## src/logic/fbpd_defs.vh

```
// Constants for the flash block protection decoder
`ifndef FBPD_DEFS_VH
`define FBPD_DEFS_VH

// ****************************************
// Register byte offsets
// ****************************************
`define FBPD_OFS_STAT1      12'h000
`define FBPD_OFS_STAT2      12'h004
`define FBPD_OFS_STAT3      12'h008
`define FBPD_OFS_LOCK       12'h00c
`define FBPD_OFS_RESULT     12'h010

// ****************************************
// Field positions
// ****************************************
`define FBPD_GRANULE_BIT    6
`define FBPD_TOPBOT_BIT     5
`define FBPD_EXTENT_HI      4
`define FBPD_EXTENT_LO      2
`define FBPD_COMPL_BIT      6
`define FBPD_SCHEME_BIT     2
`define FBPD_LOCKALL_BIT    0
`define FBPD_RES_DENY_BIT   0
`define FBPD_RES_GRANT_BIT  1
`define FBPD_RES_CNT_HI     15
`define FBPD_RES_CNT_LO     8

// ****************************************
// Reset values
// ****************************************
`define FBPD_RST_STAT1      8'h00
`define FBPD_RST_COMPL      1'b0
`define FBPD_RST_SCHEME     1'b0
`define FBPD_RST_LOCKALL    1'b1

// ****************************************
// Array geometry
// ****************************************
`define FBPD_ARRAY_MAX      20'hfffff
`define FBPD_UNIT_4K        20'h01000
`define FBPD_UNIT_64K       20'h10000
`define FBPD_WIDE32_TOP_HI  20'hf7fff
`define FBPD_WIDE32_BOT_LO  20'h08000
`define FBPD_WIDE64_TOP_HI  20'heffff
`define FBPD_WIDE64_BOT_LO  20'h10000

// ****************************************
// Request operations and erase kinds
// ****************************************
`define FBPD_OP_PROGRAM     3'h0
`define FBPD_OP_ERASE_PAGE  3'h1
`define FBPD_OP_ERASE_4K    3'h2
`define FBPD_OP_ERASE_32K   3'h3
`define FBPD_OP_ERASE_64K   3'h4
`define FBPD_OP_ERASE_CHIP  3'h5
`define FBPD_EK_NONE        2'h0
`define FBPD_EK_32K         2'h1
`define FBPD_EK_64K         2'h2

// ****************************************
// AXI responses
// ****************************************
`define FBPD_RESP_OKAY      2'h0
`define FBPD_RESP_SLVERR    2'h2

`endif

```

## src/logic/fbpd_range.v

```verilog
// Decoder from protection fields to one protected address range
`timescale 1ns/1ns
`include "fbpd_defs.vh"

module fbpd_range
(
  // Protection fields
  input  wire        compl_bit,
  input  wire        granule_4k,
  input  wire        bottom_sel,
  input  wire [2:0]  extent_code,
  // Erase size that widens the complement region
  input  wire [1:0]  erase_kind,
  // Decoded range, inclusive
  output reg         range_none,
  output reg  [19:0] range_lo,
  output reg  [19:0] range_hi
);

  reg  [1:0]  shift_n;
  reg  [19:0] size_b;
  wire        full_code;

  // Codes past the last step cover the whole array, or nothing when the complement bit is set
  assign full_code = granule_4k ? (extent_code >= 3'h6) : (extent_code >= 3'h5);

  // Region size: granule doubled per step, 4 kB mode saturating at 32 kB
  always @*
  begin
    case (extent_code)
      3'h1:    shift_n = 2'h0;
      3'h2:    shift_n = 2'h1;
      3'h3:    shift_n = 2'h2;
      default: shift_n = 2'h3;
    endcase
    size_b = (granule_4k ? `FBPD_UNIT_4K : `FBPD_UNIT_64K) << shift_n; // RQ4 RQ9
  end

  // Range selection
  always @*
  begin
    range_none = 1'b0;
    range_lo   = 20'h00000;
    range_hi   = `FBPD_ARRAY_MAX;
    if (extent_code == 3'h0)
      range_none = ~compl_bit; // RQ10 RQ11 RQ12
    else if (full_code)
      range_none = compl_bit; // RQ7 RQ8 RQ9 RQ11 RQ12
    else if (!compl_bit)
    begin
      if (bottom_sel)
        range_hi = size_b - 20'h00001; // RQ5 RQ8
      else
        range_lo = 20'h00000 - size_b; // RQ5 RQ7
    end
    else
    begin
      // Complement keeps everything but the small end region
      if (bottom_sel)
        range_lo = size_b; // RQ3 RQ11 RQ12
      else
        range_hi = `FBPD_ARRAY_MAX - size_b; // RQ3 RQ11 RQ12
      if (granule_4k && erase_kind == `FBPD_EK_32K)
      begin
        if (bottom_sel)
          range_lo = `FBPD_WIDE32_BOT_LO; // RQ13
        else
          range_hi = `FBPD_WIDE32_TOP_HI; // RQ13
      end
      if (granule_4k && erase_kind == `FBPD_EK_64K)
      begin
        if (bottom_sel)
          range_lo = `FBPD_WIDE64_BOT_LO; // RQ14
        else
          range_hi = `FBPD_WIDE64_TOP_HI; // RQ14
      end
    end
  end

endmodule

```

## src/logic/fbpd_top.v

```verilog
// Flash block protection decoder with AXI4-Lite register access
// What this block does
// (RQ1) Scheme bit clear: range fields decide protection
// (RQ2) Scheme bit set: per-block lock state decides; here the single global lock bit decides for every block
// (RQ3) Complement bit inverts the decoded region
// (RQ4) Granule bit picks 4 kB or 64 kB
// (RQ5) Top/bottom bit picks the growing end
// (RQ6) Extent code sizes region; inside it rejected
// (RQ7) 64 kB top: codes step, high codes all
// (RQ8) 64 kB bottom: codes step, high codes all
// (RQ9) 4 kB: 4-32 kB steps, 101 repeats 100
// (RQ10) Code 000 leaves array unprotected
// (RQ11) Complement 64 kB: inverted table of ranges
// (RQ12) Complement 4 kB: inverted table of ranges
// (RQ13) Complement 4 kB: 32 kB erase widened
// (RQ14) Complement 4 kB: 64 kB erase widened
// (RQ15) Page erase works on aligned 256-byte pages
// (RQ16) Page program stays inside one page
// (RQ17) 4 kB granularity; lock all at once
// (RQ18) Overlapping protected request ignored, back idle
// (RQ19) Compare only the low 20 address bits
`timescale 1ns/1ns
`include "fbpd_defs.vh"

module fbpd_top
(
  // Clock and reset
  input  wire        clk,
  input  wire        arst_n,
  // AXI4-Lite write address
  input  wire [11:0] s_axi_awaddr,
  input  wire        s_axi_awvalid,
  output reg         s_axi_awready,
  // AXI4-Lite write data
  input  wire [31:0] s_axi_wdata,
  input  wire [3:0]  s_axi_wstrb,
  input  wire        s_axi_wvalid,
  output reg         s_axi_wready,
  // AXI4-Lite write response
  output reg  [1:0]  s_axi_bresp,
  output reg         s_axi_bvalid,
  input  wire        s_axi_bready,
  // AXI4-Lite read address
  input  wire [11:0] s_axi_araddr,
  input  wire        s_axi_arvalid,
  output reg         s_axi_arready,
  // AXI4-Lite read data
  output reg  [31:0] s_axi_rdata,
  output reg  [1:0]  s_axi_rresp,
  output reg         s_axi_rvalid,
  input  wire        s_axi_rready,
  // Request from the command decoder
  input  wire        req_valid,
  input  wire [2:0]  req_op,
  input  wire [23:0] req_addr,
  input  wire [8:0]  req_len,
  output reg         req_busy,
  // Verdict towards the array sequencer
  output reg         op_grant,
  output reg         op_deny,
  output reg  [19:0] op_lo,
  output reg  [19:0] op_hi
);

  // ****************************************
  // Reset release
  // ****************************************

  reg rst_meta_q;
  reg rst_n_q;

  // Async assert, release through two flops
  always @(posedge clk or negedge arst_n)
  begin
    if (!arst_n)
    begin
      rst_meta_q <= 1'b0;
      rst_n_q    <= 1'b0;
    end
    else
    begin
      rst_meta_q <= 1'b1;
      rst_n_q    <= rst_meta_q;
    end
  end

  // ****************************************
  // Registers
  // ****************************************

  reg  [7:0]  stat1_q;
  reg         compl_q;
  reg         scheme_q;
  reg         lockall_q;
  reg         last_deny_q;
  reg         last_grant_q;
  reg  [7:0]  deny_cnt_q;
  reg  [11:0] awaddr_q;
  reg         aw_full_q;
  reg  [31:0] wdata_q;
  reg  [3:0]  wstrb_q;
  reg         w_full_q;
  reg  [31:0] rd_d;
  reg  [1:0]  rresp_d;
  wire        wr_go;
  wire        wr_hit;

  assign wr_go  = aw_full_q && w_full_q && !s_axi_bvalid;
  assign wr_hit = (awaddr_q[11:2] == `FBPD_OFS_STAT1 >> 2) ||
                  (awaddr_q[11:2] == `FBPD_OFS_STAT2 >> 2) ||
                  (awaddr_q[11:2] == `FBPD_OFS_STAT3 >> 2) ||
                  (awaddr_q[11:2] == `FBPD_OFS_LOCK >> 2);

  // Address and data are taken independently; write happens once both held
  always @(posedge clk or negedge rst_n_q)
  begin
    if (!rst_n_q)
    begin
      s_axi_awready <= 1'b1;
      s_axi_wready  <= 1'b1;
      s_axi_bvalid  <= 1'b0;
      s_axi_bresp   <= `FBPD_RESP_OKAY;
      aw_full_q     <= 1'b0;
      w_full_q      <= 1'b0;
      awaddr_q      <= 12'h000;
      wdata_q       <= 32'h0000_0000;
      wstrb_q       <= 4'h0;
      stat1_q       <= `FBPD_RST_STAT1;
      compl_q       <= `FBPD_RST_COMPL;
      scheme_q      <= `FBPD_RST_SCHEME;
      lockall_q     <= `FBPD_RST_LOCKALL;
    end
    else
    begin
      if (s_axi_awvalid && s_axi_awready)
      begin
        aw_full_q     <= 1'b1;
        awaddr_q      <= s_axi_awaddr;
        s_axi_awready <= 1'b0;
      end
      if (s_axi_wvalid && s_axi_wready)
      begin
        w_full_q     <= 1'b1;
        wdata_q      <= s_axi_wdata;
        wstrb_q      <= s_axi_wstrb;
        s_axi_wready <= 1'b0;
      end
      if (wr_go)
      begin
        aw_full_q    <= 1'b0;
        w_full_q     <= 1'b0;
        s_axi_bvalid <= 1'b1;
        s_axi_bresp  <= wr_hit ? `FBPD_RESP_OKAY : `FBPD_RESP_SLVERR;
        // All writable fields sit in byte lane 0
        if (wstrb_q[0])
        begin
          case (awaddr_q[11:2])
            `FBPD_OFS_STAT1 >> 2:
              stat1_q <= wdata_q[7:0] & 8'h7c;
            `FBPD_OFS_STAT2 >> 2:
              compl_q <= wdata_q[`FBPD_COMPL_BIT];
            `FBPD_OFS_STAT3 >> 2:
              scheme_q <= wdata_q[`FBPD_SCHEME_BIT];
            `FBPD_OFS_LOCK >> 2:
              lockall_q <= wdata_q[`FBPD_LOCKALL_BIT]; // RQ17
            default:
              stat1_q <= stat1_q;
          endcase
        end
      end
      if (s_axi_bvalid && s_axi_bready)
      begin
        s_axi_bvalid  <= 1'b0;
        s_axi_awready <= 1'b1;
        s_axi_wready  <= 1'b1;
      end
    end
  end

  // Read mux; unmapped words read zero with an error answer
  always @*
  begin
    rd_d    = 32'h0000_0000;
    rresp_d = `FBPD_RESP_OKAY;
    case (s_axi_araddr[11:2])
      `FBPD_OFS_STAT1 >> 2:
        rd_d[7:0] = stat1_q;
      `FBPD_OFS_STAT2 >> 2:
        rd_d[`FBPD_COMPL_BIT] = compl_q;
      `FBPD_OFS_STAT3 >> 2:
        rd_d[`FBPD_SCHEME_BIT] = scheme_q;
      `FBPD_OFS_LOCK >> 2:
        rd_d[`FBPD_LOCKALL_BIT] = lockall_q;
      `FBPD_OFS_RESULT >> 2:
      begin
        rd_d[`FBPD_RES_DENY_BIT]                    = last_deny_q;
        rd_d[`FBPD_RES_GRANT_BIT]                   = last_grant_q;
        rd_d[`FBPD_RES_CNT_HI:`FBPD_RES_CNT_LO]     = deny_cnt_q;
      end
      default:
        rresp_d = `FBPD_RESP_SLVERR;
    endcase
  end

  // Read channel: one read in flight
  always @(posedge clk or negedge rst_n_q)
  begin
    if (!rst_n_q)
    begin
      s_axi_arready <= 1'b1;
      s_axi_rvalid  <= 1'b0;
      s_axi_rdata   <= 32'h0000_0000;
      s_axi_rresp   <= `FBPD_RESP_OKAY;
    end
    else if (s_axi_arvalid && s_axi_arready)
    begin
      s_axi_arready <= 1'b0;
      s_axi_rvalid  <= 1'b1;
      s_axi_rdata   <= rd_d;
      s_axi_rresp   <= rresp_d;
    end
    else if (s_axi_rvalid && s_axi_rready)
    begin
      s_axi_rvalid  <= 1'b0;
      s_axi_arready <= 1'b1;
    end
  end

  // ****************************************
  // Request capture and target range
  // ****************************************

  localparam [2:0] ST_IDLE  = 3'b001;
  localparam [2:0] ST_CHECK = 3'b010;
  localparam [2:0] ST_RESP  = 3'b100;

  reg  [2:0]  state_q;
  reg  [19:0] tgt_lo_q;
  reg  [19:0] tgt_hi_q;
  reg  [1:0]  ekind_q;
  reg         bad_q;
  reg  [19:0] tgt_lo_d;
  reg  [19:0] tgt_hi_d;
  reg  [1:0]  ekind_d;
  reg         bad_d;
  reg  [8:0]  pg_end;
  wire [19:0] a20;

  assign a20 = req_addr[19:0]; // RQ19

  // Target range per operation, aligned to its erase unit
  always @*
  begin
    tgt_lo_d = a20;
    tgt_hi_d = a20;
    ekind_d  = `FBPD_EK_NONE;
    bad_d    = 1'b0;
    pg_end   = {1'b0, a20[7:0]} + req_len - 9'h001;
    case (req_op)
      `FBPD_OP_PROGRAM:
      begin
        bad_d = (req_len == 9'h000) || (req_len > 9'h100); // RQ16
        // A run past the page end wraps, so the whole page is at stake
        if (pg_end[8])
        begin
          tgt_lo_d = {a20[19:8], 8'h00}; // RQ16
          tgt_hi_d = {a20[19:8], 8'hff};
        end
        else
          tgt_hi_d = {a20[19:8], pg_end[7:0]}; // RQ16
      end
      `FBPD_OP_ERASE_PAGE:
      begin
        tgt_lo_d = {a20[19:8], 8'h00}; // RQ15
        tgt_hi_d = {a20[19:8], 8'hff}; // RQ15
      end
      `FBPD_OP_ERASE_4K:
      begin
        tgt_lo_d = {a20[19:12], 12'h000}; // RQ17
        tgt_hi_d = {a20[19:12], 12'hfff};
      end
      `FBPD_OP_ERASE_32K:
      begin
        tgt_lo_d = {a20[19:15], 15'h0000};
        tgt_hi_d = {a20[19:15], 15'h7fff};
        ekind_d  = `FBPD_EK_32K; // RQ13
      end
      `FBPD_OP_ERASE_64K:
      begin
        tgt_lo_d = {a20[19:16], 16'h0000};
        tgt_hi_d = {a20[19:16], 16'hffff};
        ekind_d  = `FBPD_EK_64K; // RQ14
      end
      `FBPD_OP_ERASE_CHIP:
      begin
        tgt_lo_d = 20'h00000;
        tgt_hi_d = `FBPD_ARRAY_MAX;
      end
      default:
        bad_d = 1'b1;
    endcase
  end

  // ****************************************
  // Protected range and verdict
  // ****************************************

  wire        prot_none;
  wire [19:0] prot_lo;
  wire [19:0] prot_hi;
  wire        overlap;
  wire        protect_hit;

  // Fields read from the live registers at check time
  fbpd_range u_range
  (
    .compl_bit   (compl_q),
    .granule_4k  (stat1_q[`FBPD_GRANULE_BIT]),
    .bottom_sel  (stat1_q[`FBPD_TOPBOT_BIT]),
    .extent_code (stat1_q[`FBPD_EXTENT_HI:`FBPD_EXTENT_LO]),
    .erase_kind  (ekind_q),
    .range_none  (prot_none),
    .range_lo    (prot_lo),
    .range_hi    (prot_hi)
  );

  assign overlap     = !prot_none && (tgt_lo_q <= prot_hi) && (tgt_hi_q >= prot_lo); // RQ6
  // Lock scheme has no per-block bits here: the global lock covers all
  assign protect_hit = scheme_q ? lockall_q : overlap; // RQ1 RQ2 RQ17

  // Idle -> check -> answer -> idle; one request at a time
  always @(posedge clk or negedge rst_n_q)
  begin
    if (!rst_n_q)
    begin
      state_q      <= ST_IDLE;
      tgt_lo_q     <= 20'h00000;
      tgt_hi_q     <= 20'h00000;
      ekind_q      <= `FBPD_EK_NONE;
      bad_q        <= 1'b0;
      req_busy     <= 1'b0;
      op_grant     <= 1'b0;
      op_deny      <= 1'b0;
      op_lo        <= 20'h00000;
      op_hi        <= 20'h00000;
      last_deny_q  <= 1'b0;
      last_grant_q <= 1'b0;
      deny_cnt_q   <= 8'h00;
    end
    else
    begin
      op_grant <= 1'b0;
      op_deny  <= 1'b0;
      case (state_q)
        ST_IDLE:
        begin
          if (req_valid)
          begin
            tgt_lo_q <= tgt_lo_d;
            tgt_hi_q <= tgt_hi_d;
            ekind_q  <= ekind_d;
            bad_q    <= bad_d;
            req_busy <= 1'b1;
            state_q  <= ST_CHECK;
          end
        end
        ST_CHECK:
        begin
          op_lo        <= tgt_lo_q;
          op_hi        <= tgt_hi_q;
          op_grant     <= !(protect_hit || bad_q); // RQ10
          op_deny      <= protect_hit || bad_q; // RQ18
          last_grant_q <= !(protect_hit || bad_q);
          last_deny_q  <= protect_hit || bad_q;
          if ((protect_hit || bad_q) && deny_cnt_q != 8'hff)
            deny_cnt_q <= deny_cnt_q + 8'h01;
          state_q <= ST_RESP;
        end
        ST_RESP:
        begin
          req_busy <= 1'b0;
          state_q  <= ST_IDLE; // RQ18
        end
        default:
        begin
          req_busy <= 1'b0;
          state_q  <= ST_IDLE;
        end
      endcase
    end
  end

endmodule

```

## config.mk

```make
export PLATFORM = sky130hd
export DESIGN_NAME = fbpd_top
export DESIGN_NICKNAME = d
export VERILOG_FILES = /design/src/logic/fbpd_range.v /design/src/logic/fbpd_top.v
export VERILOG_INCLUDE_DIRS = /design/src /design/src/logic
export SDC_FILE = /design/constraint.sdc
export NUM_CORES = 1
export LEC_CHECK = 0
export BUFFER_PORTS_ARGS = -buffer_cell sky130_fd_sc_hd__buf_4
export CAP_MARGIN = 0
export CORE_MARGIN = 10
export CORE_UTILIZATION = 54
export DETAILED_ROUTE_END_ITERATION = 7
export PLACE_DENSITY = 0.93
export SYNTH_ARGS = -nofsm -noshare
export SYNTH_HDL_FRONTEND = slang
export SYNTH_SLANG_ARGS = --single-unit
```

## constraint.sdc

```tcl
create_clock -name clk -period 10.69 [get_ports clk]
set_input_delay 1.6035 -clock clk [delete_from_list [all_inputs] [get_ports clk]]
set_output_delay 1.6035 -clock clk [all_outputs]
set_load 0.02 [all_outputs]
```

# ---- Yosys cells after proc, flatten, opt, wreduce, memory -nomap -nowiden
# Cells that the tools add are included.
# Widths: inputs -> output; s select.
dict set report word_totals {
  regBits 155
  latch_bits 0
  ram_bits 0
  romBits 0
  inputBits 104
  out_inout_bits 84
  elab_cells 165
  memories 0
}
dict set report op_classes {
  n_addsub 6
  n_mul 0
  div_mod_pow 0
  order_cmp 5
  eq_ne 21
  shift 1
  n_mux 58
  bitwise 2
  reduce_logical 40
}
# operator n
set ops {}
lappend ops {{$mux 20} 18}
lappend ops {{$pmux 20 s6} 2}
lappend ops {{$eq 10x2->1 const B} 4}
lappend ops {{$mux 8} 3}
lappend ops {{$mux 1} 22}
lappend ops {{$eq 10x1->1 const B} 2}
lappend ops {{$ge 20x20->1} 1}
lappend ops {{$le 20x20->1} 1}
lappend ops {{$logic_not 10->1} 2}
lappend ops {{$shl 20x2->20} 1}
lappend ops {{$sub 1x20->20 const A} 1}
lappend ops {{$sub 20x1->20 const B} 1}
lappend ops {{$sub 20x20->20 const A} 1}
lappend ops {{$mux 17} 1}
lappend ops {{$eq 3x2->1 const B} 5}
lappend ops {{$logic_and 1x1->1} 12}
lappend ops {{$reduce_and 3->1} 4}
lappend ops {{$reduce_bool 2->1} 6}
lappend ops {{$eq 10x3->1 const B} 1}
lappend ops {{$pmux 1 s2} 5}
lappend ops {{$reduce_or 5->1} 2}
lappend ops {{$add 8x9->9} 1}
lappend ops {{$eq 3x1->1 const B} 3}
lappend ops {{$gt 9x9->1 const B} 1}
lappend ops {{19 further kinds} 33}

# ---- Longest topological paths before layout
dict set report logic_depth {
  depth_word 19
  mapped_depth 19
  ltp_nobuf 17
}

# ---- Hierarchy
# Synthesis repeated with hierarchy kept, for this count alone.
dict set report unflattened {
  cells_unflattened 911
  hier_area_um2 8368.0
}
# mod n_inst cells_per_inst area_each_um2 seq_area_each_um2
set modules_own_cells {}
lappend modules_own_cells {fbpd_top 1 798 7636.1 3759.9}
lappend modules_own_cells {fbpd_range 1 113 732.0 0.0}

# ---- Worst setup path before layout
# OpenSTA, ideal clock, no wires.
dict set report synth_path {
  path_type {in2reg}
  startpoint {input req_addr[2]}
  endpoint {register tgt_hi_q[0]}
  setup_time_ns 0.130
  arrival_time_ns 3.536
  required_ns 10.560
  slack_ns 7.025
  path_stages 12
  n_path_buf 1
  path_cell_list {inv_1 -> ha_1 -> inv_1 -> ha_1 -> a21o_1 -> a21oi_1 -> o211ai_1 -> a21oi_1 -> xnor2_1 -> and3_1 -> clkbuf_1 -> a21oi_1}
}
dict set report synth_between {
  elab_chain_cells 4
}
# item line
set synth_rtl {}
lappend synth_rtl {{start: declaration} fbpd_top.v:55} ;# input wire [23:0] req_addr,
lappend synth_rtl {{$add 8x9->9} fbpd_top.v:258} ;# pg_end = {1'b0, a20[7:0]} + req_len - 9'h001;
lappend synth_rtl {{$sub 9x1->9} fbpd_top.v:258}
lappend synth_rtl {{$mux 8} fbpd_top.v:264} ;# if (pg_end[8])
lappend synth_rtl {{$pmux 20 s6} fbpd_top.v:259} ;# case (req_op)
lappend synth_rtl {{end signal: assignment} fbpd_top.v:360} ;# tgt_hi_q <= tgt_hi_d;
lappend synth_rtl {{end: declaration} fbpd_top.v:239} ;# reg [19:0] tgt_hi_q;
# Every way passes these cells.
# A chain may end at the register's enable or synchronous reset.

# ---- Final worst setup path
dict set report layout_path {
  startpoint {input req_valid}
  endpoint {register tgt_hi_q[3]}
}
dict set report layout_between {
  elab_chain_cells 1
}
# item line
set layout_rtl {}
lappend layout_rtl {{start: declaration} fbpd_top.v:53} ;# input wire req_valid,
lappend layout_rtl {{$reduce_and 2->1 (no source line)} n/a}
# Every way passes these cells.

==> flow_metrics.tcl <==
set metrics [dict create \
    fmax_ghz 0.251 \
    synth_edf_count 0 \
    cts_sinks 150 \
    synth.avg_cell_area_um2 10.4 \
    period_share_pct 37.2 \
    antenna_found_initial 0 \
    holdBufCountCts 0 \
    grtUsageTotal_pct 19.7 \
    cts_root_buffer "clkbuf_16" \
    via_count 5703 \
    io_buffers 131 \
    ir_worst_vdd_mv 0.154 \
    clock_skew_ns 0.00656 \
    die_x_um 137 \
    place_hpwl_um 13400 \
    pre_cts_ws_ns 6.31 \
    clkTransAtPathRegs_ns 0.06 \
    synth-main-ff-cell "dfrtp_1" \
    powerDensity_nw_per_um2 255 \
    synth_seq_cells 150 \
    cts_buffers 17 \
    leakage_nw 4.44 \
    routed_wl_um 18400 \
    final_hold_viol_count 0 \
    syn-instance-count 707 \
    hold_path_class "reg -> reg" \
    async_reset_ff_share_pct 100 \
    grt_pass1_wl_um 29000 \
    end_kind "flip-flop" \
    drt_iter0_drc 389 \
    htree_levels 4 \
    core_um2 13300 \
    routedWlPerCell_um 18.0 \
    worst_setup_path_start_kind "input pin" \
    die_h_um 137 \
    synth.distinct_cells 55 \
    diodes 0 \
    critPathMaxFanout 45 \
    syn_to_final_growth_pct 23.1 \
    finalWorstSetupSlack_ns 6.71 \
    drtAntennaViolNets 0 \
    cts_resized 0 \
    final_util_pct 68.4 \
    cts_tree "done" \
    path_class "in -> reg" \
    max-slew-margin-rel_pct 23.2 \
    vias_per_cell 5.60 \
    drv_slew 0 \
    netlist_area_um2 7390 \
    rsz0062_at_grt "no" \
    n_fill_cell 1006 \
    drc 0 \
    synth_top_area_cell "dfrtp_1" \
    io_pins 188 \
    period_needed_ns 3.98 \
    initial_utilization_pct 55.6 \
    worstPathArrival_ns 4.32 \
    synth.area.top_cells "dfrtp_1 (49%), mux2_2 (9.9%), ha_1 (5.8%)" \
    post_cts_buffers 0 \
    fp.dieArea_um2 18800 \
    cts.path.max_buffers 2 \
    rows 42 \
    required_ns 11.04 \
    tightest_slew_ns 1.15 \
    clock_latency_ns 0.43 \
    setup_tns_ns 0 \
    synth_top_area_share_pct 49.1 \
    grt_max_degree 84 \
    status "completed" \
    setup_viol 0 \
    grt.overflow.total 0 \
    nets 969 \
    synthTopCellsByCount "dfrtp_1 (145), nand2_1 (97), mux2_2 (65), a21oi_1 (44), inv_1 (42)" \
    gp_congestion 0.926 \
    ys_seq_area_share_pct 50.9 \
    first_pass_iters 6 \
    yosysWarnings 0 \
    grt_pass1_vias 5759 \
    drive_gt1_share_pct 29.2 \
    cap_violations 0 \
    synth.most_common_cell "dfrtp_1" \
]
-- final cells by class --
cell class	count	area (µm²)	area share, %
Clock inverter	11	195	2.15
Clock buffer	21	480	5.28
Inverter	45	169	1.86
Timing Repair Buffer	132	991	10.9
Multi-Input combinational cell	484	3270	36.0
Sequential cell	150	3760	41.4
Tap cell	176	220	2.42
-- worst max-delay path, stage by stage --
cell and delay (ns):
buf_4 0.11, nand3b_1 0.08, or2_2 0.62, clkinv_1 1.09, and3_1 0.60, a21oi_1 0.19
-- cells by family (layout without fill, tap and decap cells) --
kind of cell / Yosys count / after routing / share of synthesized area (%)
AND/OR/NAND/NOR: 209 / 209 / 13.4
flip-flops: 150 / 150 / 50.9
AO/OA/AOI/OAI: 133 / 133 / 11.3
buffers and inverters: 91 / 209 / 5.67
multiplexers: 70 / 70 / 10.6
adder cells (fa/ha/maj): 35 / 35 / 6.03
XOR/XNOR: 17 / 17 / 2.02
other: 2 / 20 / 0.102
-- power breakdown --
| group | total (mW) | internal (mW) | switching [mW] |
|---|---|---|---|
| registers | 0.936 | 0.776 | 0.160 |
| logic | 0.709 | 0.326 | 0.383 |
| clock network | 0.673 | 0.439 | 0.234 |
-- final timing paths --
path | from | to | slack, ns | depth (start not counted)
worst max-delay path | req_valid | tgt_hi_q[3] | 6.71 | 6
worst min-delay path | rst_meta_q | rst_n_q | 0.35 | 0
worst max register to register | stat1_q[6] | deny_cnt_q[6] | 6.76 | 14
worst min register to register | rst_meta_q | rst_n_q | 0.35 | 0
max in group asynchronous | rst_n_q | ekind_q[0] | 8.74 | 1
min in group asynchronous | rst_n_q | awaddr_q[7] | 0.54 | 0
-- state kept, by name (all words and copies together) (netlist names), 2 cells and up --
signal / count
deny_cnt_q: 8
op_hi: 20
state_q: 3
tgt_lo_q: 20
tgt_hi_q: 20
wdata_q: 6
ekind_q: 2
s_axi_rdata: 15
op_lo: 20
awaddr_q: 10
stat1_q: 5
-- layout by cell type (no fill, tap or decap), types with 10 or more instances in the layout --
cell type,n
dfrtp_1,144
buf_4,132
nand2_1,97
mux2_2,65
a21oi_1,44
inv_1,42
o21ai_0,36
ha_1,34
nor2_1,30
conb_1,20
clkbuf_16,17
a22o_1,16
nand3_1,16
nor3_1,10
and3_1,10
-- metal layers --
| layer | share of wire, % | vias up | wire (µm) | track usage, % |
|---|---|---|---|---|
| li1 | - | 2659 | - | - |
| met5 | 0 | - | 0 | 0 |
| met1 | 40 | 2796 | 7280 | 22.7 |
| met2 | 50 | 217 | 9220 | 32.9 |
| met4 | 2.4 | 0 | 447 | 7.61 |
| met3 | 7.9 | 31 | 1450 | 7.04 |
-- per-stage QoR --
step | cell area (µm²) | instances | hold slack, ns | power [mW]
after global placement | 8420 | 987 | 0.339 | 1.61
final | 9090 | 1019 | 0.353 | 2.32
after global routing | 9090 | 1019 | 0.368 | 2.45
after detailed placement | 8420 | 987 | 0.347 | 1.65
after CTS | 9090 | 1019 | 0.361 | 2.34
after floorplan | 7450 | 725 | 0.331 | 1.37
Power figures use the tool's default switching activity.
